$ cat src/rtl/ieeesr_map.svh
/*
 * Bit positions, used-bit masks and reset values of the status reporting
 * block. Definitions only; included by the package and the design file.
 */
`ifndef IEEESR_MAP_SVH
`define IEEESR_MAP_SVH

`define SR_W 8
// Status byte bits
`define SB_NEW_READ 0
`define SB_ALARM 3
`define SB_ERROR 4
`define SB_EVSUM 5
`define SB_RQS 6
`define SB_RAMP 7
`define SB_USED_MASK 8'hB9
// Standard event bits
`define EV_OPC 0
`define EV_QYE 2
`define EV_DDE 3
`define EV_EXE 4
`define EV_CME 5
`define EV_PON 7
`define EV_USED_MASK 8'hBD
// Reset values
`define SR_ZERO 8'h00
`define EV_PON_RESET 8'h80

`endif

$ cat src/rtl/ieeesr_pkg.sv
/*
 * Types shared by the status reporting block.
 * Assumes the constant header is on the include path.
 */
`include "ieeesr_map.svh"
package ieeesr_pkg;
    // Common command performed on the registers, one cycle strobe
    typedef enum logic [2:0] {
        IEEESR_CMD_NONE,
        IEEESR_CMD_SRE_WR,
        IEEESR_CMD_ESE_WR,
        IEEESR_CMD_STB_RD,
        IEEESR_CMD_SRE_RD,
        IEEESR_CMD_ESR_RD,
        IEEESR_CMD_ESE_RD,
        IEEESR_CMD_SPOLL
    } ieeesr_cmd_t;
endpackage

$ cat src/rtl/ieeesr_status.sv
/*
 * Status byte, service request enable, standard event register and its
 * enable, with the service request line. Assumes a command parser that
 * issues one decoded common command per strobe and a bus handshake that
 * carries the returned byte; the SRQ wire is open collector outside.
 */
`timescale 1ns/10ps
`include "ieeesr_map.svh"
module ieeesr_status
    import ieeesr_pkg::*;
(
    input wire logic clk_in, // 10 MHz clock
    input wire logic rstn_in, // Synchronous reset, active low
    input wire ieeesr_cmd_t cmd_in, // Decoded command, one cycle
    input wire logic [7:0] cmd_data_in, // Value for *SRE / *ESE
    input wire logic ramp_done_in, // Ramp completed pulse
    input wire logic inst_error_in, // Non-bus instrument error pulse
    input wire logic alarm_in, // Alarm condition level
    input wire logic new_reading_in, // New reading pulse
    input wire logic cmd_error_in, // Command parse error pulse
    input wire logic exec_error_in, // Execution error pulse
    input wire logic dev_error_in, // Device dependent error pulse
    input wire logic query_error_in, // Output queue overflow pulse
    input wire logic ops_done_in, // Pending operations finished pulse
    output logic [7:0] rd_data_out, // Byte returned by the last read
    output logic rd_valid_out, // Read answer strobe
    output logic srq_out, // SRQ output value, always low
    output logic srq_oe_out // SRQ drive enable, high pulls low
);
    logic [7:0] stb_q, stb_d;
    logic [7:0] sre_q, sre_d;
    logic [7:0] esr_q, esr_d;
    logic [7:0] ese_q, ese_d;
    logic opc_arm_q, opc_arm_d;
    logic [7:0] rd_data_d;
    logic rd_valid_d;
    logic srq_oe_d;
    logic [7:0] ev_set;
    logic [7:0] sb_set;
    logic [7:0] stb_view;
    logic ev_summary;
    logic [7:0] sb_reported;

    // Only events the controller enabled reach the summary bit
    assign ev_summary = |(esr_q & ese_q);
    assign stb_view = (stb_q | ({7'h00, ev_summary} << `SB_EVSUM)
        | ({7'h00, alarm_in} << `SB_ALARM)) & `SB_USED_MASK;
    // Bit 6 of the mask is the master enable, not a report
    assign sb_reported = stb_view & sre_q & `SB_USED_MASK;

    always_comb begin
        ev_set = `SR_ZERO;
        ev_set[`EV_CME] = cmd_error_in;
        ev_set[`EV_EXE] = exec_error_in;
        ev_set[`EV_DDE] = dev_error_in;
        ev_set[`EV_QYE] = query_error_in;
        ev_set[`EV_OPC] = ops_done_in & opc_arm_q;
        sb_set = `SR_ZERO;
        sb_set[`SB_RAMP] = ramp_done_in;
        sb_set[`SB_ERROR] = inst_error_in;
        sb_set[`SB_NEW_READ] = new_reading_in;
    end

    always_comb begin
        stb_d = stb_q;
        sre_d = sre_q;
        esr_d = esr_q;
        ese_d = ese_q;
        opc_arm_d = opc_arm_q;
        rd_data_d = rd_data_out;
        rd_valid_d = 1'b0;
        if (ops_done_in) begin
            opc_arm_d = 1'b0;
        end
        case (cmd_in)
            IEEESR_CMD_NONE: begin
            end
            IEEESR_CMD_SRE_WR: begin
                sre_d = cmd_data_in;
            end
            IEEESR_CMD_ESE_WR: begin
                ese_d = cmd_data_in & `EV_USED_MASK;
            end
            IEEESR_CMD_STB_RD: begin
                rd_data_d = stb_view | ({7'h00, srq_oe_out} << `SB_RQS);
                rd_valid_d = 1'b1;
            end
            IEEESR_CMD_SRE_RD: begin
                rd_data_d = sre_q;
                rd_valid_d = 1'b1;
            end
            IEEESR_CMD_ESR_RD: begin
                rd_data_d = esr_q;
                rd_valid_d = 1'b1;
                esr_d = `SR_ZERO;
            end
            IEEESR_CMD_ESE_RD: begin
                rd_data_d = ese_q;
                rd_valid_d = 1'b1;
            end
            IEEESR_CMD_SPOLL: begin
                // Returned whether or not requests are enabled
                rd_data_d = stb_view | ({7'h00, srq_oe_out} << `SB_RQS);
                rd_valid_d = 1'b1;
                stb_d = `SR_ZERO;
            end
            default: begin
            end
        endcase
        // A new event in the clearing cycle is kept
        stb_d = (stb_d | sb_set) & `SB_USED_MASK & ~(8'h01 << `SB_EVSUM)
            & ~(8'h01 << `SB_ALARM);
        esr_d = (esr_d | ev_set) & `EV_USED_MASK;
        // Built from next values so a mask write acts on the same edge
        srq_oe_d = sre_d[`SB_RQS] & (|(((stb_d
            | ({7'h00, |(esr_d & ese_d)} << `SB_EVSUM)
            | ({7'h00, alarm_in} << `SB_ALARM)) & sre_d & `SB_USED_MASK)));
    end

    always_ff @(posedge clk_in) begin
        if (!rstn_in) begin
            stb_q <= `SR_ZERO;
            sre_q <= `SR_ZERO;
            esr_q <= `EV_PON_RESET;
            ese_q <= `SR_ZERO;
            opc_arm_q <= 1'b1;
            rd_data_out <= `SR_ZERO;
            rd_valid_out <= 1'b0;
            srq_oe_out <= 1'b0;
            srq_out <= 1'b0;
        end else begin
            stb_q <= stb_d;
            sre_q <= sre_d;
            esr_q <= esr_d;
            ese_q <= ese_d;
            opc_arm_q <= opc_arm_d;
            rd_data_out <= rd_data_d;
            rd_valid_out <= rd_valid_d;
            srq_oe_out <= srq_oe_d;
            srq_out <= 1'b0;
        end
    end

    a_srq_needs_enable: assert property (@(posedge clk_in) disable iff
        (!rstn_in) srq_oe_out |-> $past(sre_d[`SB_RQS]))
        else $error("SRQ driven while request enable bit clear");
    a_srq_follows_report: assert property (@(posedge clk_in) disable iff
        (!rstn_in) (sre_q[`SB_RQS] && (|sb_reported) && cmd_in ==
        IEEESR_CMD_NONE && sre_q == $past(sre_q)) |=> srq_oe_out)
        else $error("Enabled report did not raise SRQ");
    a_poll_clears: assert property (@(posedge clk_in) disable iff
        (!rstn_in) (cmd_in == IEEESR_CMD_SPOLL && sb_set == 8'h00)
        |=> stb_q == 8'h00 ##0 rd_valid_out)
        else $error("Serial poll did not clear status byte");
    a_stb_keeps: assert property (@(posedge clk_in) disable iff
        (!rstn_in) cmd_in == IEEESR_CMD_STB_RD |=> (stb_q & $past(stb_q))
        == $past(stb_q))
        else $error("Status byte query cleared bits");
    a_esr_clears: assert property (@(posedge clk_in) disable iff
        (!rstn_in) (cmd_in == IEEESR_CMD_ESR_RD && ev_set == 8'h00)
        |=> esr_q == 8'h00 && rd_data_out == $past(esr_q))
        else $error("Event register read did not clear");
    a_ese_readback: assert property (@(posedge clk_in) disable iff
        (!rstn_in) cmd_in == IEEESR_CMD_ESE_RD |=> rd_data_out ==
        $past(ese_q))
        else $error("Event enable query returned wrong value");
    a_unused_zero: assert property (@(posedge clk_in) disable iff
        (!rstn_in) (esr_q & ~`EV_USED_MASK) == 8'h00 &&
        (stb_view & ~`SB_USED_MASK) == 8'h00)
        else $error("Unused bit reads as one");
    a_event_sets: assert property (@(posedge clk_in) disable iff
        (!rstn_in) cmd_error_in |=> esr_q[`EV_CME])
        else $error("Command error not recorded");
    a_ramp_sets: assert property (@(posedge clk_in) disable iff
        (!rstn_in) ramp_done_in |=> stb_q[`SB_RAMP])
        else $error("Ramp done not recorded");

    // Enable masks and their readback

    a_sre_write: assert property (
        @(posedge clk_in) disable iff (!rstn_in)
        cmd_in == IEEESR_CMD_SRE_WR |=> sre_q == $past(cmd_data_in))
        else $error("Request enable write not stored");

    a_sre_readback: assert property (
        @(posedge clk_in) disable iff (!rstn_in)
        cmd_in == IEEESR_CMD_SRE_RD |=> rd_data_out == $past(sre_q))
        else $error("Request enable readback wrong");

    a_ese_write: assert property (
        @(posedge clk_in) disable iff (!rstn_in)
        cmd_in == IEEESR_CMD_ESE_WR |=> ese_q == ($past(cmd_data_in) & `EV_USED_MASK))
        else $error("Event enable write not stored");

    a_ese_unused: assert property (
        @(posedge clk_in) disable iff (!rstn_in)
        (ese_q & ~`EV_USED_MASK) == 8'h00)
        else $error("Event enable holds an unused bit");

    a_events_masked: assert property (
        @(posedge clk_in) disable iff (!rstn_in)
        ese_q == 8'h00 |-> !stb_view[`SB_EVSUM])
        else $error("Summary set with every event masked");

    // Service request line

    a_srq_disabled: assert property (
        @(posedge clk_in) disable iff (!rstn_in)
        (!sre_q[`SB_RQS] && cmd_in != IEEESR_CMD_SRE_WR) |=> !srq_oe_out)
        else $error("SRQ driven with requests disabled");

    a_srq_open_drain: assert property (
        @(posedge clk_in) disable iff (!rstn_in)
        !srq_out)
        else $error("SRQ value is not low");

    a_srq_drops: assert property (
        @(posedge clk_in) disable iff (!rstn_in)
        (cmd_in == IEEESR_CMD_SPOLL && sb_set == 8'h00 && ev_set == 8'h00
        && !alarm_in && !ev_summary) |=> !srq_oe_out)
        else $error("SRQ stays after poll with nothing to report");

    a_poll_rqs_bit: assert property (
        @(posedge clk_in) disable iff (!rstn_in)
        cmd_in == IEEESR_CMD_SPOLL |=> rd_data_out[`SB_RQS] == $past(srq_oe_out))
        else $error("Poll answer request bit wrong");

    // Answers to reads

    a_poll_answers: assert property (
        @(posedge clk_in) disable iff (!rstn_in)
        cmd_in == IEEESR_CMD_SPOLL |=> rd_valid_out
        && (rd_data_out & `SB_USED_MASK) == $past(stb_view))
        else $error("Poll answer wrong");

    a_stb_answers: assert property (
        @(posedge clk_in) disable iff (!rstn_in)
        cmd_in == IEEESR_CMD_STB_RD |=> rd_valid_out
        && (rd_data_out & `SB_USED_MASK) == $past(stb_view))
        else $error("Status query answer wrong");

    a_read_strobe: assert property (
        @(posedge clk_in) disable iff (!rstn_in)
        (cmd_in != IEEESR_CMD_NONE && cmd_in != IEEESR_CMD_SRE_WR
        && cmd_in != IEEESR_CMD_ESE_WR) |=> rd_valid_out)
        else $error("Read gave no answer strobe");

    a_write_silent: assert property (
        @(posedge clk_in) disable iff (!rstn_in)
        (cmd_in == IEEESR_CMD_NONE || cmd_in == IEEESR_CMD_SRE_WR
        || cmd_in == IEEESR_CMD_ESE_WR) |=> !rd_valid_out)
        else $error("Answer strobe without a read");

    // Status byte reports

    a_summary_on: assert property (
        @(posedge clk_in) disable iff (!rstn_in)
        (|(esr_q & ese_q)) |-> stb_view[`SB_EVSUM])
        else $error("Event summary bit missing");

    a_summary_off: assert property (
        @(posedge clk_in) disable iff (!rstn_in)
        !(|(esr_q & ese_q)) |-> !stb_view[`SB_EVSUM])
        else $error("Event summary bit set with no event");

    a_error_sets: assert property (
        @(posedge clk_in) disable iff (!rstn_in)
        inst_error_in |=> stb_q[`SB_ERROR])
        else $error("Instrument error not recorded");

    a_alarm_live: assert property (
        @(posedge clk_in) disable iff (!rstn_in)
        stb_view[`SB_ALARM] == alarm_in)
        else $error("Alarm bit does not follow alarm level");

    a_alarm_not_kept: assert property (
        @(posedge clk_in) disable iff (!rstn_in)
        !stb_q[`SB_ALARM])
        else $error("Alarm bit latched in status byte");

    a_reading_sets: assert property (
        @(posedge clk_in) disable iff (!rstn_in)
        new_reading_in |=> stb_q[`SB_NEW_READ])
        else $error("New reading not recorded");

    a_stb_unused: assert property (
        @(posedge clk_in) disable iff (!rstn_in)
        (stb_q & ~`SB_USED_MASK) == 8'h00)
        else $error("Status byte holds an unused bit");

    // Standard event register

    a_power_on: assert property (
        @(posedge clk_in) disable iff (!rstn_in)
        $rose(rstn_in) |-> esr_q[`EV_PON])
        else $error("Power-on bit missing after reset");

    a_exec_sets: assert property (
        @(posedge clk_in) disable iff (!rstn_in)
        exec_error_in |=> esr_q[`EV_EXE])
        else $error("Execution error not recorded");

    a_dev_sets: assert property (
        @(posedge clk_in) disable iff (!rstn_in)
        dev_error_in |=> esr_q[`EV_DDE])
        else $error("Device error not recorded");

    a_query_sets: assert property (
        @(posedge clk_in) disable iff (!rstn_in)
        query_error_in |=> esr_q[`EV_QYE])
        else $error("Query error not recorded");

    // Completion is only taken once per arming
    a_opc_sets: assert property (
        @(posedge clk_in) disable iff (!rstn_in)
        (ops_done_in && opc_arm_q) |=> esr_q[`EV_OPC])
        else $error("Operation complete not recorded");

    a_opc_once: assert property (
        @(posedge clk_in) disable iff (!rstn_in)
        ops_done_in |=> !opc_arm_q)
        else $error("Completion flag still armed");

endmodule

$ cat config.mk
export PLATFORM = sky130hd
export DESIGN_NAME = ieeesr_status
export DESIGN_NICKNAME = d
export VERILOG_FILES = /design/src/rtl/ieeesr_pkg.sv /design/src/rtl/ieeesr_status.sv
export VERILOG_INCLUDE_DIRS = /design/src /design/src/rtl
export SDC_FILE = /design/constraint.sdc
export NUM_CORES = 1
export LEC_CHECK = 0
export ABC_AREA = 1
export BUFFER_PORTS_ARGS = -buffer_cell sky130_fd_sc_hd__buf_2
export CELL_PAD_IN_SITES_DETAIL_PLACEMENT = 1
export CELL_PAD_IN_SITES_GLOBAL_PLACEMENT = 1
export CORE_MARGIN = 1
export CORE_UTILIZATION = 35
export CTS_CLUSTER_DIAMETER = 200
export CTS_CLUSTER_SIZE = 12
export DETAILED_ROUTE_END_ITERATION = 7
export PLACE_DENSITY = 0.7
export SYNTH_ARGS = -nofsm -noshare
export SYNTH_HDL_FRONTEND = slang
export SYNTH_SLANG_ARGS = --single-unit
$ cat constraint.sdc
create_clock -name clk_in -period 1.2 [get_ports clk_in]
set_input_delay 0 -clock clk_in [delete_from_list [all_inputs] [get_ports clk_in]]
set_output_delay 0 -clock clk_in [all_outputs]
set_load 0.05 [all_outputs]
; ---- Word-level counts from Yosys, hierarchy flattened
; Index checks and enable logic that the tools add are counted.
[word_totals]
reg_bits = 43
out_inout_bits = 11
input_bits = 22
elab_cells = 41
[op_classes]
muxes = 6
n_eq_ne = 7
bitwise_logic = 12
reduce_logical = 6
[op_table]
columns = cell, count
row1 = $mux W8, 4
row2 = $pmux W8 S4, 1
row3 = $and A8 B8 Y8, 3
row4 = $or A8 B6 Y8, 3
row5 = $or A8 B4 Y8, 2
row6 = $reduce_or A8 Y1, 2
row7 = $eq A3 B3 Y1 const B, 4
row8 = $reduce_or A5 Y1, 2
row9 = $or A8 B7 Y8, 1
row10 = $or A8 B8 Y8, 1
row11 = $eq A3 B2 Y1 const B, 2
row12 = $reduce_bool A4 Y1, 1
row13 = $eq A3 B1 Y1 const B, 1
row14 = $and A1 B1 Y1, 2
row15 = $reduce_or A2 Y1, 1
row16 = $mux W1, 1

; ---- Logic depth before layout (Yosys ltp)
; Gate-level depths: netlist of run 1.
[depth]
depth_word = 10
ltp_mapped = 11
ltp_nobuf = 10

; ---- Worst setup path after synthesis of run 1
; No wires, ideal clock.
[synth_timing]
path_type = reg-to-reg
startpoint = reg srq_oe_out
endpoint = reg rd_data_out[6]
path_stages_with_launch = 5
t_required_ps = 1141
slack_ps = 219
t_arrival_ps = 922
setup_ps = 59
n_path_buf = 0
period_less_slack_ps = 981
path_cell_list = dfxtp_1 nand2_1 nand3_1 o211ai_1 inv_1
[synth_via]
elab_chain_cells = 2
[synth_rtl]
columns = item, line_no
row1 = start: declaration, ieeesr_status.sv:28  ; output logic srq_oe_out
row2 = start signal: assignment, ieeesr_status.sv:139  ; srq_oe_out <= srq_oe_d;
row3 = $or A8 B7 Y8, "ieeesr_status.sv:85, ieeesr_status.sv:103"
row4 = $pmux W8 S4, ieeesr_status.sv:75  ; case (cmd_in)
row5 = end signal: assignment, ieeesr_status.sv:127  ; rd_data_out <= `SR_ZERO;
row6 = end signal: assignment, ieeesr_status.sv:137  ; rd_data_out <= rd_data_d;
row7 = end: declaration, ieeesr_status.sv:25  ; output logic [7:0] rd_data_out,
; Every way passes these cells.
; A chain may end at the register's enable or synchronous reset.

; ---- Worst setup path after layout of run 1
[layout_timing]
startpoint = reg esr_q[2]
endpoint = reg rd_data_out[5]
[layout_via]
elab_chain_cells = 6
[layout_rtl]
columns = item, line_no
row1 = start: declaration, ieeesr_status.sv:32  ; logic [7:0] esr_q, esr_d;
row2 = start signal: assignment, ieeesr_status.sv:124  ; esr_q <= `EV_PON_RESET;
row3 = start signal: assignment, ieeesr_status.sv:134  ; esr_q <= esr_d;
row4 = $and A8 B8 Y8, ieeesr_status.sv:45  ; assign ev_summary = |(esr_q & ese_q);
row5 = $reduce_or A8 Y1, ieeesr_status.sv:45
row6 = $or A8 B6 Y8, ieeesr_status.sv:46  ; assign stb_view = (stb_q | ({7'h00, ev_summary} << `SB_EVSUM)
row7 = $or A8 B4 Y8, ieeesr_status.sv:46
row8 = $or A8 B7 Y8, "ieeesr_status.sv:85, ieeesr_status.sv:103"
row9 = $pmux W8 S4, ieeesr_status.sv:75
; Every way passes these cells.

==> impl_summary.txt, run 1 <==
----------------------------------------------------
[Run status]
  Violations in the final reports ... design-rule violations, negative hold slack
  Status ... finished with violations

[Logic synthesis]
  Post-synthesis compound-gate area fraction ... 0.1738
  Area share of fa/ha/maj cells after synthesis ... 0
  Number of distinct library cell variants in the gate-level netlist after synthesis ... 32
  Multiplexer fraction of the synthesized cell area ... 0
  Number of synthesized register bits ... 34
  Sequential element share of the synthesized area ... 0.4112
  Mean instance size in the synthesized netlist ... 7.014 um^2
  Number of warnings issued by yosys ... 0
  Synthesized area ... 1655 um^2
  Synthesized netlist cell count ... 236
  Synth Area in Simple Gates ... 0.2797
  Dominant combinational cell family by area after synthesis ... simple AND/OR/NAND/NOR gates
  Xor/xnor cell area share of the yosys netlist ... 0
  Synthesized netlist net count ... 258

[Timing]
  Final Max Tran Viols ... 0
  Number of endpoints with negative hold slack in the final report ... 1
  Final worst clock skew ... 0.007109 ns
  Aggregate negative setup slack ... 0 ns
  Share of the clock period used by the worst path after layout ... 0.8939
  Time the worst path needs with I/O delays and setup ... 1.073 ns
  RSZ-0062 raised after global routing ... no
  Maximum operating frequency ... 932.3 MHz
  Hold WS ... -0.0006362 ns
  Setup violations, final ... 0
  Least setup slack across all paths after layout ... 0.1273 ns

[Clocking]
  Maximum clock insertion buffer count ... 2
  Number of gates resized after cts ... 0
  Clock Tree Root ... clkbuf_8
  Setup fix buffers added after clock tree synthesis ... 0
  Reg clk slew, reported paths ... 0.07 ns
  Number of buffers created by CTS ... 5
  CTS tree ... yes
  Maximum level of the CTS H-tree ... 2
  Worst-Skew Late Latency ... 0.29 ns
  Hold-fix buffer count after cts ... 6
  CTS sink cnt ... 34

[Placement]
  Placed cells ... 322
  Post-Place Cell Area ... 1901 um^2
  Global placement routability congestion ... 0.8118
  Placed wire-length estimate after detailed placement ... 3733 um
  Count of input and output buffers ... 31
  Pre-CTS setup slack ... -0.005967 ns

[Worst hold path]
  Hold path startpoint ... cmd_data_in[6]
  Endpoint of the worst hold-timing path ... sre_q[6]
  HP Class ... in2reg
  Hold depth ... 3

[Drt]
  Detailed Routing Iterations Pass 1 ... 6
  Detail Route Antenna Nets ... 0
  Via total after detailed routing ... 1618
  Residual DRC count ... 4
  Drt wl/cell ... 14.08 um
  First DRT Iteration DRCs ... 78
  Overall routed net length ... 4731 um
  Vias per cell ... 4.815

[Setup path]
  Delay contributed by the slowest stage of the critical path ... 0.37 ns
  CP Capture Type ... flip-flop
  Reg-to-reg slack, setup ... 0.13 ns
  Arrival time of data at the critical path endpoint ... 1.30 ns
  Cell with the most instances on the worst path ... nand2_1
  Number of buffers and inverters on the critical path ... 1
  Depth of the worst register-to-register path ... 7
  Worst setup path class ... reg2reg
  Worst reg2reg path startpoint ... esr_q[2]
  CP startpoint kind ... flip-flop
  Worst endpoint required time ... 1.43 ns
  Crit. path cell count ... 7
  Worst Path Max Fanout ... 2
  CP max-delay cell ... dfxtp_1
  Capture point of the worst reg-to-reg path ... rd_data_out[5]
  Family with the most delay on the worst path ... flip-flops
  Cell-by-cell listing of the critical path ... inv_1, o22ai_1, nor2_1, nand3_1, nand2_1, a21o_1, nand2_1

[Power]
  Highest ir drop seen on vdd ... 588.8 uV
  Power density normalized to cell area ... 1267 nW/um^2
  Leak ... 1.037 nW

[Final layout]
  End-of-flow core utilization ... 0.4617
  Most common cell after layout, fill and taps aside ... nand2_1
  Finished layout cell area ... 2052 um^2
  Synth-to-layout area growth ... 23.96%
  Filler cell count in the final layout ... 584
  Highest-count cells in the layout ignoring fill and taps ... 61 x nand2_1, 40 x inv_1, 34 x dfxtp_1, 31 x buf_2, 18 x nor2_1
  Fin nets ... 305
  Final cell count without fillers ... 336
  Layout cell share with drive strength beyond 1 ... 0.2148
  Diode insertion count for antenna repair ... 0

[Global routing]
  Antenna violations before repair ... 0
  GRT Total Usage ... 0.2051
  Vias in the first global route ... 1640
  First-pass GRT wire length ... 7859 um
  Maximum number of pins on one net before global-route repair ... 14
  Leftover overflow at the end of global routing ... 0

[Job]
  Max-cap violations ... 0

[Floorplanning]
  Placement Rows ... 24
  Placeable core area ... 4444 um^2
  Die Footprint ... 5008 um^2
  Starting density of the core ... 0.3725
  Horizontal extent of the die ... 70.77 um
  Overall die height ... 70.77 um
  IO Count ... 33

----------------------------------------------------
## report_power, final
part	switching, W	leakage (nW)	internal [W]
Clock	0.000427	0.0482	0.000463
Combinational	0.000314	0.709	0.000167
Sequential	0.0000350	0.280	0.00119
Total	0.000775	1.04	0.00182
## area by class of cell
type                       instances  area, um^2  share of cell area
inverter                          44       177.7             0.08659
clock buffer                       7       86.33             0.04207
tap                               52       65.06             0.03171
timing repair buffer              46       282.8              0.1378
sequential                        34       680.7              0.3317
multi-input combinational        152       754.5              0.3677
clock inverter                     1       5.005            0.002439
## state kept, by name, summed over array words and instances (netlist names)
| name | flops |
|---|---|
| rd_valid_out | 1 |
| opc_arm_q | 1 |
| rd_data_out | 8 |
| esr_q | 6 |
| srq_oe_out | 1 |
| ese_q | 6 |
| stb_q | 3 |
| sre_q | 8 |
## stage by stage
stage / hold slack (ns) / power [W]
2_1_floorplan: 0.1109 / 0.001568
3_3_place_gp: 0.2133 / 0.001720
3_5_place_dp: 0.2164 / 0.001724
4_1_cts: 0.004784 / 0.002621
5_1_grt: 0.02715 / 0.002733
6_report: -0.0006362 / 0.002599
## worst max-delay path by stage
stage / startpoint / endpoint / slack (ns)
5_1_grt: ese_q[5] / srq_oe_out / 0.02
3_3_place_gp: cmd_in[0] / rd_data_out[2] / 0.01
2_1_floorplan: srq_oe_out / rd_data_out[6] / 0.22
3_5_place_dp: cmd_in[1] / srq_oe_out / -0.006
6_report: esr_q[2] / rd_data_out[5] / 0.13
4_1_cts: esr_q[0] / rd_data_out[5] / 0.13
## synthesized netlist by cell type
library cell	n	area share
buf_6	2	0.014
nor2_8	1	0.012
o21ai_0	12	0.036
nor2_2	1	0.0038
o22ai_1	3	0.011
clkinv_8	1	0.0098
buf_2	1	0.0030
a31oi_1	2	0.0076
inv_1	40	0.091
a21oi_1	13	0.039
a21o_1	3	0.014
o21bai_2	1	0.0068
buf_4	1	0.0045
a211oi_1	2	0.0091
nor2_4	1	0.0068
or2_2	1	0.0038
nand3_2	3	0.018
o21bai_1	1	0.0045
nand4_1	1	0.0038
inv_2	3	0.0068
o21ai_1	2	0.0060
clkbuf_1	2	0.0045
o21a_1	5	0.023
nor2_1	18	0.041
conb_1	1	0.0023
nand3_1	15	0.045
nor3_1	1	0.0030
o22ai_2	1	0.0076
dfxtp_1	34	0.41
nand2_1	61	0.14
nand2_2	1	0.0038
o211ai_1	2	0.0091
## metal layers
layer  GRT usage  share of wire
met3     0.03846          0.044
met4     0.06000          0.012
met5           0              0
met2      0.3269           0.45
met1      0.2831           0.50
## worst register-to-register path, stage by stage, from the launching register on
cell	delay, ns
dfxtp_1	0.37
inv_1	0.09
o22ai_1	0.14
nor2_1	0.06
nand3_1	0.09
nand2_1	0.06
a21o_1	0.16
nand2_1	0.05
## cells by family after synthesis
kind of cell / Yosys count
flops: 34
simple gates: 104
other cells: 1
buf+inv: 50
compound gates: 47
(Power assumes the default switching activity.)
==> run 2, diff against run 1 <==
--- a/config.mk
+++ b/config.mk
@@ -15,7 +15,8 @@
 export CTS_CLUSTER_DIAMETER = 200
 export CTS_CLUSTER_SIZE = 12
 export DETAILED_ROUTE_END_ITERATION = 7
-export PLACE_DENSITY = 0.7
+export PLACE_DENSITY_LB_ADDON = 0.08
+export REMOVE_ABC_BUFFERS = 1
 export SYNTH_ARGS = -nofsm -noshare
 export SYNTH_HDL_FRONTEND = slang
 export SYNTH_SLANG_ARGS = --single-unit
==> constraint.sdc (replaced) <==
create_clock -name clk_in -period 1 [get_ports clk_in]
set_input_delay 0 -clock clk_in [delete_from_list [all_inputs] [get_ports clk_in]]
set_output_delay 0 -clock clk_in [all_outputs]
set_load 0.05 [all_outputs]
==> run 2 against run 1 <==
The flow finishes with violations (design-rule violations, negative setup slack). Worst setup slack worse by 0.14 ns. Wire length is 5.7% higher. First-iteration DRC count is 18% higher. Clock skew hardly changed. Largest cell class unchanged. Largest power group unchanged.
==> impl_summary.txt, run 2 (same netlist as run 1, synthesis figures left out) <==
----------------------------------------------------
[Power]
  Power density normalized to cell area ... 1343 nW/um^2 (was 1267 nW/um^2)
  Leak ... 1.191 nW (was 1.037 nW)
  Highest ir drop seen on vdd ... 683.2 uV (was 588.8 uV)

[Floorplanning]
  Die Footprint ... 5008 um^2 (unchanged)
  Placement Rows ... 24 (unchanged)
  Starting density of the core ... 0.3725 (unchanged)
  Horizontal extent of the die ... 70.77 um (unchanged)
  IO Count ... 33 (unchanged)
  Placeable core area ... 4444 um^2 (unchanged)
  Overall die height ... 70.77 um (unchanged)

[Final layout]
  Largest regs ... rd_data_out (8), sre_q (8) (unchanged)
  Most common cell after layout, fill and taps aside ... nand2_1 (unchanged)
  Highest-count cells in the layout ignoring fill and taps ... 57 x nand2_1, 40 x buf_4, 34 x inv_1, 30 x buf_2, 24 x dfxtp_1 (was 61 x nand2_1, 40 x inv_1, 34 x dfxtp_1, 31 x buf_2, 18 x nor2_1)
  Layout cell share with drive strength beyond 1 ... 0.3662 (was 0.2148)
  Fin nets ... 336 (was 305)
  Diode insertion count for antenna repair ... 0 (unchanged)
  Final cell count without fillers ... 366 (was 336)
  Synth-to-layout area growth ... 41.50% (was 23.96%)

[Setup path]
  Family with the most delay on the worst path ... compound AO/OA/AOI/OAI gates (was flip-flops)
  Cell-by-cell listing of the critical path ... inv_1, buf_4, o22ai_4, nor3_1, a21o_1, nand2_1 (was inv_1, o22ai_1, nor2_1, nand3_1, nand2_1, a21o_1, nand2_1)
  Number of buffers and inverters on the critical path ... 2 (was 1)
  Delay contributed by the slowest stage of the critical path ... 0.32 ns (was 0.37 ns)
  CP max-delay cell ... dfxtp_2 (was dfxtp_1)
  Arrival time of data at the critical path endpoint ... 1.25 ns (was 1.30 ns)
  Worst endpoint required time ... 1.24 ns (was 1.43 ns)
  CP Capture Type ... flip-flop (unchanged)
  CP startpoint kind ... flip-flop (unchanged)
  Worst Path Max Fanout ... 2 (unchanged)
  Worst setup path class ... reg2reg (unchanged)

[Global routing]
  GRT Total Usage ... 0.2169 (was 0.2051)
  Maximum number of pins on one net before global-route repair ... 14 (unchanged)
  Leftover overflow at the end of global routing ... 0 (unchanged)
  First-pass GRT wire length ... 8300 um (was 7859 um)
  Antenna violations before repair ... 0 (unchanged)
  Vias in the first global route ... 1809 (was 1640)

[Drt]
  Overall routed net length ... 4999 um (was 4731 um)
  Residual DRC count ... 6 (was 4)
  Via total after detailed routing ... 1769 (was 1618)
  First DRT Iteration DRCs ... 92 (was 78)
  Vias per cell ... 4.833 (was 4.815)
  Detail Route Antenna Nets ... 0 (unchanged)
  Detailed Routing Iterations Pass 1 ... 6 (unchanged)
  Drt wl/cell ... 13.66 um (was 14.08 um)

[Timing]
  Setup violations, final ... 1 (was 0)
  Aggregate negative setup slack ... -0.01162 ns (was 0 ns)
  Time the worst path needs with I/O delays and setup ... 1.012 ns (was 1.073 ns)
  Maximum operating frequency ... 988.5 MHz (was 932.3 MHz)
  Least setup slack across all paths after layout ... -0.01162 ns (was 0.1273 ns)
  Share of the clock period used by the worst path after layout ... 1.012 (was 0.8939)
  RSZ-0062 raised after global routing ... yes (was no)
  Number of endpoints with negative hold slack in the final report ... 0 (was 1)
  Hold WS ... 0.002049 ns (was -0.0006362 ns)
  Final worst clock skew ... 0.006817 ns (was 0.007109 ns)
  Final Max Tran Viols ... 0 (unchanged)

[Clocking]
  Number of buffers created by CTS ... 5 (unchanged)
  Clock Tree Root ... clkbuf_8 (unchanged)
  Maximum clock insertion buffer count ... 2 (unchanged)
  CTS tree ... yes (unchanged)
  Worst-Skew Late Latency ... 0.29 ns (about the same)
  CTS sink cnt ... 34 (unchanged)
  Reg clk slew, reported paths ... 0.07 ns (about the same)
  Maximum level of the CTS H-tree ... 2 (unchanged)

[Worst hold path]
  HP Class ... in2reg (unchanged)

[Placement]
  Count of input and output buffers ... 31 (unchanged)
  Global placement routability congestion ... 0.7968 (was 0.8118)
  Placed wire-length estimate after detailed placement ... 3957 um (was 3733 um)
  Placed cells ... 350 (was 322)

[Run status]
  Violations in the final reports ... design-rule violations, negative setup slack (was design-rule violations, negative hold slack)
  Status ... finished with violations (unchanged)

[Job]
  Max-cap violations ... 0 (unchanged)

----------------------------------------------------
run 2: area by class of cell:
class / instances / area, um^2
clock buffers: 5 / 68.82
clock inverters: 2 / 10.01
fillers: 593 / 2102
inverters: 44 / 177.7
multi-input cells: 152 / 809.5
flip-flops and latches: 34 / 693.2
well taps: 52 / 65.06
repair buffers: 77 / 518.0
run 2: repair_timing:
action                                  4_1_cts  5_1_grt
pin swaps                                    12        7
gates resized for setup                      20       11
endpoints found under the setup margin        2        7
endpoints found under the hold margin         6        0
setup buffers                                 5        0
hold buffers                                  6        0
run 2: routing by layer:
layer / vias to the layer above / share of wire / global-route usage
met2: 29 / 0.50 / 0.3878
met3: 4 / 0.027 / 0.02991
li1: 902 / - / -
met5: - / 0 / 0
met1: 834 / 0.46 / 0.2730
met4: 0 / 0.0068 / 0.06000
run 2: worst paths after layout:
path / to / from / slack, ns / cells past startpoint
worst max register to register: rd_data_out[5] / esr_q[5] / -0.01 / 6
worst min register to register: rd_data_out[4] / rd_data_out[4] / 0.47 / 2
worst min-delay path: sre_q[6] / cmd_data_in[6] / 0.002 / 3
worst max-delay path: rd_data_out[5] / esr_q[5] / -0.01 / 6
run 2: worst reg2reg max path: cells and delay by family, from the launching register on:
family	cells	cell delay [ns]
buffers and inverters	2	0.18
and+or+nand+nor	2	0.11
DFF	1	0.32
AOI/OAI and AO/OA	2	0.35
run 2: where the power goes:
part | switching [W] | internal (W) | total (W) | leakage, nW
Combinational | 0.000411 | 0.000291 | 0.000702 | 0.865
Clock | 0.000495 | 0.000467 | 0.000962 | 0.0438
Sequential | 0.0000447 | 0.00144 | 0.00148 | 0.283
Total | 0.000950 | 0.00219 | 0.00315 | 1.19
run 2: metrics by stage:
step                utilization  worst slack [ns]  cell area [um^2]  power (W)
CTS                      0.5197         -0.007602              2310   0.003165
global placement         0.4749           -0.2142              2111   0.002138
finish                   0.5270          -0.01162              2342   0.003145
floorplan                     -           0.01942              1613   0.001857
global route             0.5270          -0.05868              2342   0.003288
detailed placement       0.4749           -0.2264              2111   0.002153
==> run 3, diff against run 2 <==
--- a/config.mk
+++ b/config.mk
@@ -17,6 +17,7 @@
 export DETAILED_ROUTE_END_ITERATION = 7
 export PLACE_DENSITY_LB_ADDON = 0.08
 export REMOVE_ABC_BUFFERS = 1
+export SKIP_LAST_GASP = 1
 export SYNTH_ARGS = -nofsm -noshare
 export SYNTH_HDL_FRONTEND = slang
 export SYNTH_SLANG_ARGS = --single-unit
==> constraint.sdc (replaced) <==
create_clock -name clk_in -period 1.14 [get_ports clk_in]
set_input_delay 0 -clock clk_in [delete_from_list [all_inputs] [get_ports clk_in]]
set_output_delay 0 -clock clk_in [all_outputs]
set_load 0.05 [all_outputs]
==> run 3 against run 2 <==
The run ends with design-rule violations left. Wire length decreased by 4.0%. Clock power increased by 42%. Via count decreased by 4.1%.
==> impl_summary.txt, run 3 (same netlist as run 1, synthesis figures left out) <==
----------------------------------------------------
[Global routing]
  Leftover overflow at the end of global routing ... 0 (unchanged)
  Vias in the first global route ... 1695 (was 1809)
  First-pass GRT wire length ... 7941 um (was 8300 um)
  Antenna violations before repair ... 0 (unchanged)
  Maximum number of pins on one net before global-route repair ... 13 (was 14)
  GRT Total Usage ... 0.2080 (was 0.2169)

[Final layout]
  Diode insertion count for antenna repair ... 0 (unchanged)
  Most common cell after layout, fill and taps aside ... nand2_1 (unchanged)
  Final cell count without fillers ... 353 (was 366)
  Register area ... 684.4 um^2 (was 693.2 um^2)
  Largest regs ... rd_data_out (8), sre_q (8) (unchanged)
  Synth-to-layout area growth ... 35.37% (was 41.50%)
  Layout cell share with drive strength beyond 1 ... 0.2857 (was 0.3662)
  Combined area of the multi-input logic cells ... 763.2 um^2 (was 809.5 um^2)
  Highest-count cells in the layout ignoring fill and taps ... 60 x nand2_1, 40 x inv_1, 31 x dfxtp_1, 31 x buf_2, 27 x buf_4 (was 57 x nand2_1, 40 x buf_4, 34 x inv_1, 30 x buf_2, 24 x dfxtp_1)
  Filler cell count in the final layout ... 605 (was 593)
  Fin nets ... 322 (was 336)

[Clocking]
  Clock Tree Root ... clkbuf_8 (unchanged)
  CTS sink cnt ... 34 (unchanged)
  Maximum clock insertion buffer count ... 2 (unchanged)
  Number of buffers created by CTS ... 5 (unchanged)
  Worst-Skew Late Latency ... 0.28 ns (was 0.29 ns)
  Setup fix buffers added after clock tree synthesis ... 0 (was 5)
  CTS tree ... yes (unchanged)
  Reg clk slew, reported paths ... 0.07 ns (about the same)
  Maximum level of the CTS H-tree ... 2 (unchanged)

[Power]
  Sequential power share ... 0.401 (was 0.471)
  Power density normalized to cell area ... 1438 nW/um^2 (was 1343 nW/um^2)
  Psw ... 0.0008141 W (was 0.0009504 W)
  Switching share of total power ... 0.2527 (was 0.3022)
  Combinational share of power ... 0.173 (was 0.223)
  Pint ... 0.002408 W (was 0.002195 W)
  Highest ir drop seen on vdd ... 640.8 uV (was 683.2 uV)
  Clk pwr share ... 0.425 (was 0.306)
  Leak ... 1.148 nW (was 1.191 nW)

[Drt]
  Detail Route Antenna Nets ... 0 (unchanged)
  Drt wl/cell ... 13.60 um (was 13.66 um)
  Detailed Routing Iterations Pass 1 ... 8 (was 6)
  Vias per cell ... 4.805 (was 4.833)
  Residual DRC count ... 6 (unchanged)
  First DRT Iteration DRCs ... 72 (was 92)
  Overall routed net length ... 4801 um (was 4999 um)
  Via total after detailed routing ... 1696 (was 1769)

[Job]
  Max-cap violations ... 0 (unchanged)

[Setup path]
  Origin of the worst setup path ... esr_q[2] (was esr_q[5])
  CP startpoint kind ... flip-flop (unchanged)
  Worst Path Max Fanout ... 2 (unchanged)
  CP Capture Type ... flip-flop (unchanged)
  Arrival time of data at the critical path endpoint ... 1.24 ns (was 1.25 ns)
  Worst endpoint required time ... 1.36 ns (was 1.24 ns)
  Worst setup path class ... reg2reg (unchanged)
  Reg-to-reg slack, setup ... 0.11 ns (was -0.01 ns)
  Worst reg2reg path startpoint ... esr_q[2] (was esr_q[5])

[Placement]
  Placed cells ... 340 (was 350)
  Global placement routability congestion ... 0.8239 (was 0.7968)
  Placed wire-length estimate after detailed placement ... 3821 um (was 3957 um)
  Count of input and output buffers ... 31 (unchanged)

[Timing]
  Number of endpoints with negative hold slack in the final report ... 0 (unchanged)
  Final worst clock skew ... 0.002449 ns (was 0.006817 ns)
  Maximum operating frequency ... 973.3 MHz (was 988.5 MHz)
  Time the worst path needs with I/O delays and setup ... 1.027 ns (was 1.012 ns)
  Share of the clock period used by the worst path after layout ... 0.9013 (was 1.012)
  Hold WS ... 0.01571 ns (was 0.002049 ns)
  Setup violations, final ... 0 (was 1)
  Final Max Tran Viols ... 0 (unchanged)

[Worst hold path]
  HP Class ... in2reg (unchanged)
  Hold path startpoint ... cmd_data_in[6] (unchanged)

[Floorplanning]
  IO Count ... 33 (unchanged)
  Die Footprint ... 5008 um^2 (unchanged)
  Placeable core area ... 4444 um^2 (unchanged)
  Starting density of the core ... 0.3725 (unchanged)
  Placement Rows ... 24 (unchanged)
  Horizontal extent of the die ... 70.77 um (unchanged)
  Overall die height ... 70.77 um (unchanged)

[Run status]
  Status ... finished with violations (unchanged)
  Violations in the final reports ... design-rule violations (was design-rule violations, negative setup slack)

----------------------------------------------------
## run 3: timing repair
action,4_1_cts,5_1_grt
hold endpoints to repair,5,0
resized for setup,0,6
hold buffers,5,0
endpoints found under the setup margin,0,1
## run 3: worst paths after layout
check                         to  depth (start not counted)
setup / recovery      srq_oe_out                          8
hold / removal          sre_q[6]                          3
setup reg to reg      srq_oe_out                          8
hold reg to reg   rd_data_out[1]                          2
## run 3: cell type report
| cell class | count | area share |
|---|---|---|
| multi-input combinational | 152 | 0.3406 |
| sequential | 34 | 0.3054 |
| timing repair buffer | 63 | 0.1820 |
| inverter | 44 | 0.07929 |
| clock buffer | 6 | 0.03685 |
| tap | 52 | 0.02903 |
| clock inverter | 2 | 0.02680 |
## run 3: layer usage
layer | share of wire | GRT usage | vias to the layer above
met3 | 0.030 | 0.03704 | 7
met5 | 0 | 0 | -
met1 | 0.48 | 0.2679 | 786
met2 | 0.48 | 0.3558 | 27
met4 | 0.015 | 0.06222 | 0
li1 | - | - | 876
## run 3: metrics by stage
step                      area [um^2]  worst slack [ns]   TNS (ns)  total power [W]    util
after CTS                        2228           0.05153          0         0.003256  0.5014
after global placement           2036           -0.1268    -0.2177         0.001855  0.4581
final                            2241            0.1125          0         0.003222  0.5042
after detailed placement         2036           -0.1484    -0.2874         0.001861  0.4581
after global routing             2241         -0.005542  -0.005542         0.003378  0.5042
after floorplan                  1613            0.1594          0         0.001629       -
## run 3: power by group through the flow
stage,sequential (W),clock (W),combinational (W)
5_1_grt,0.00130,0.00146,0.000622
2_1_floorplan,0.00139,0,0.000244
6_report,0.00129,0.00137,0.000558
3_3_place_gp,0.00132,0,0.000537
3_5_place_dp,0.00132,0,0.000543
4_1_cts,0.00129,0.00140,0.000561
## run 3: worst max-delay path: stages (launching register included)
cell,delay [ns]
dfxtp_2,0.33
inv_1,0.06
o21bai_2,0.14
nand2_1,0.07
nand2_1,0.07
inv_1,0.04
nand2_1,0.08
nand2_2,0.06
a21oi_1,0.12
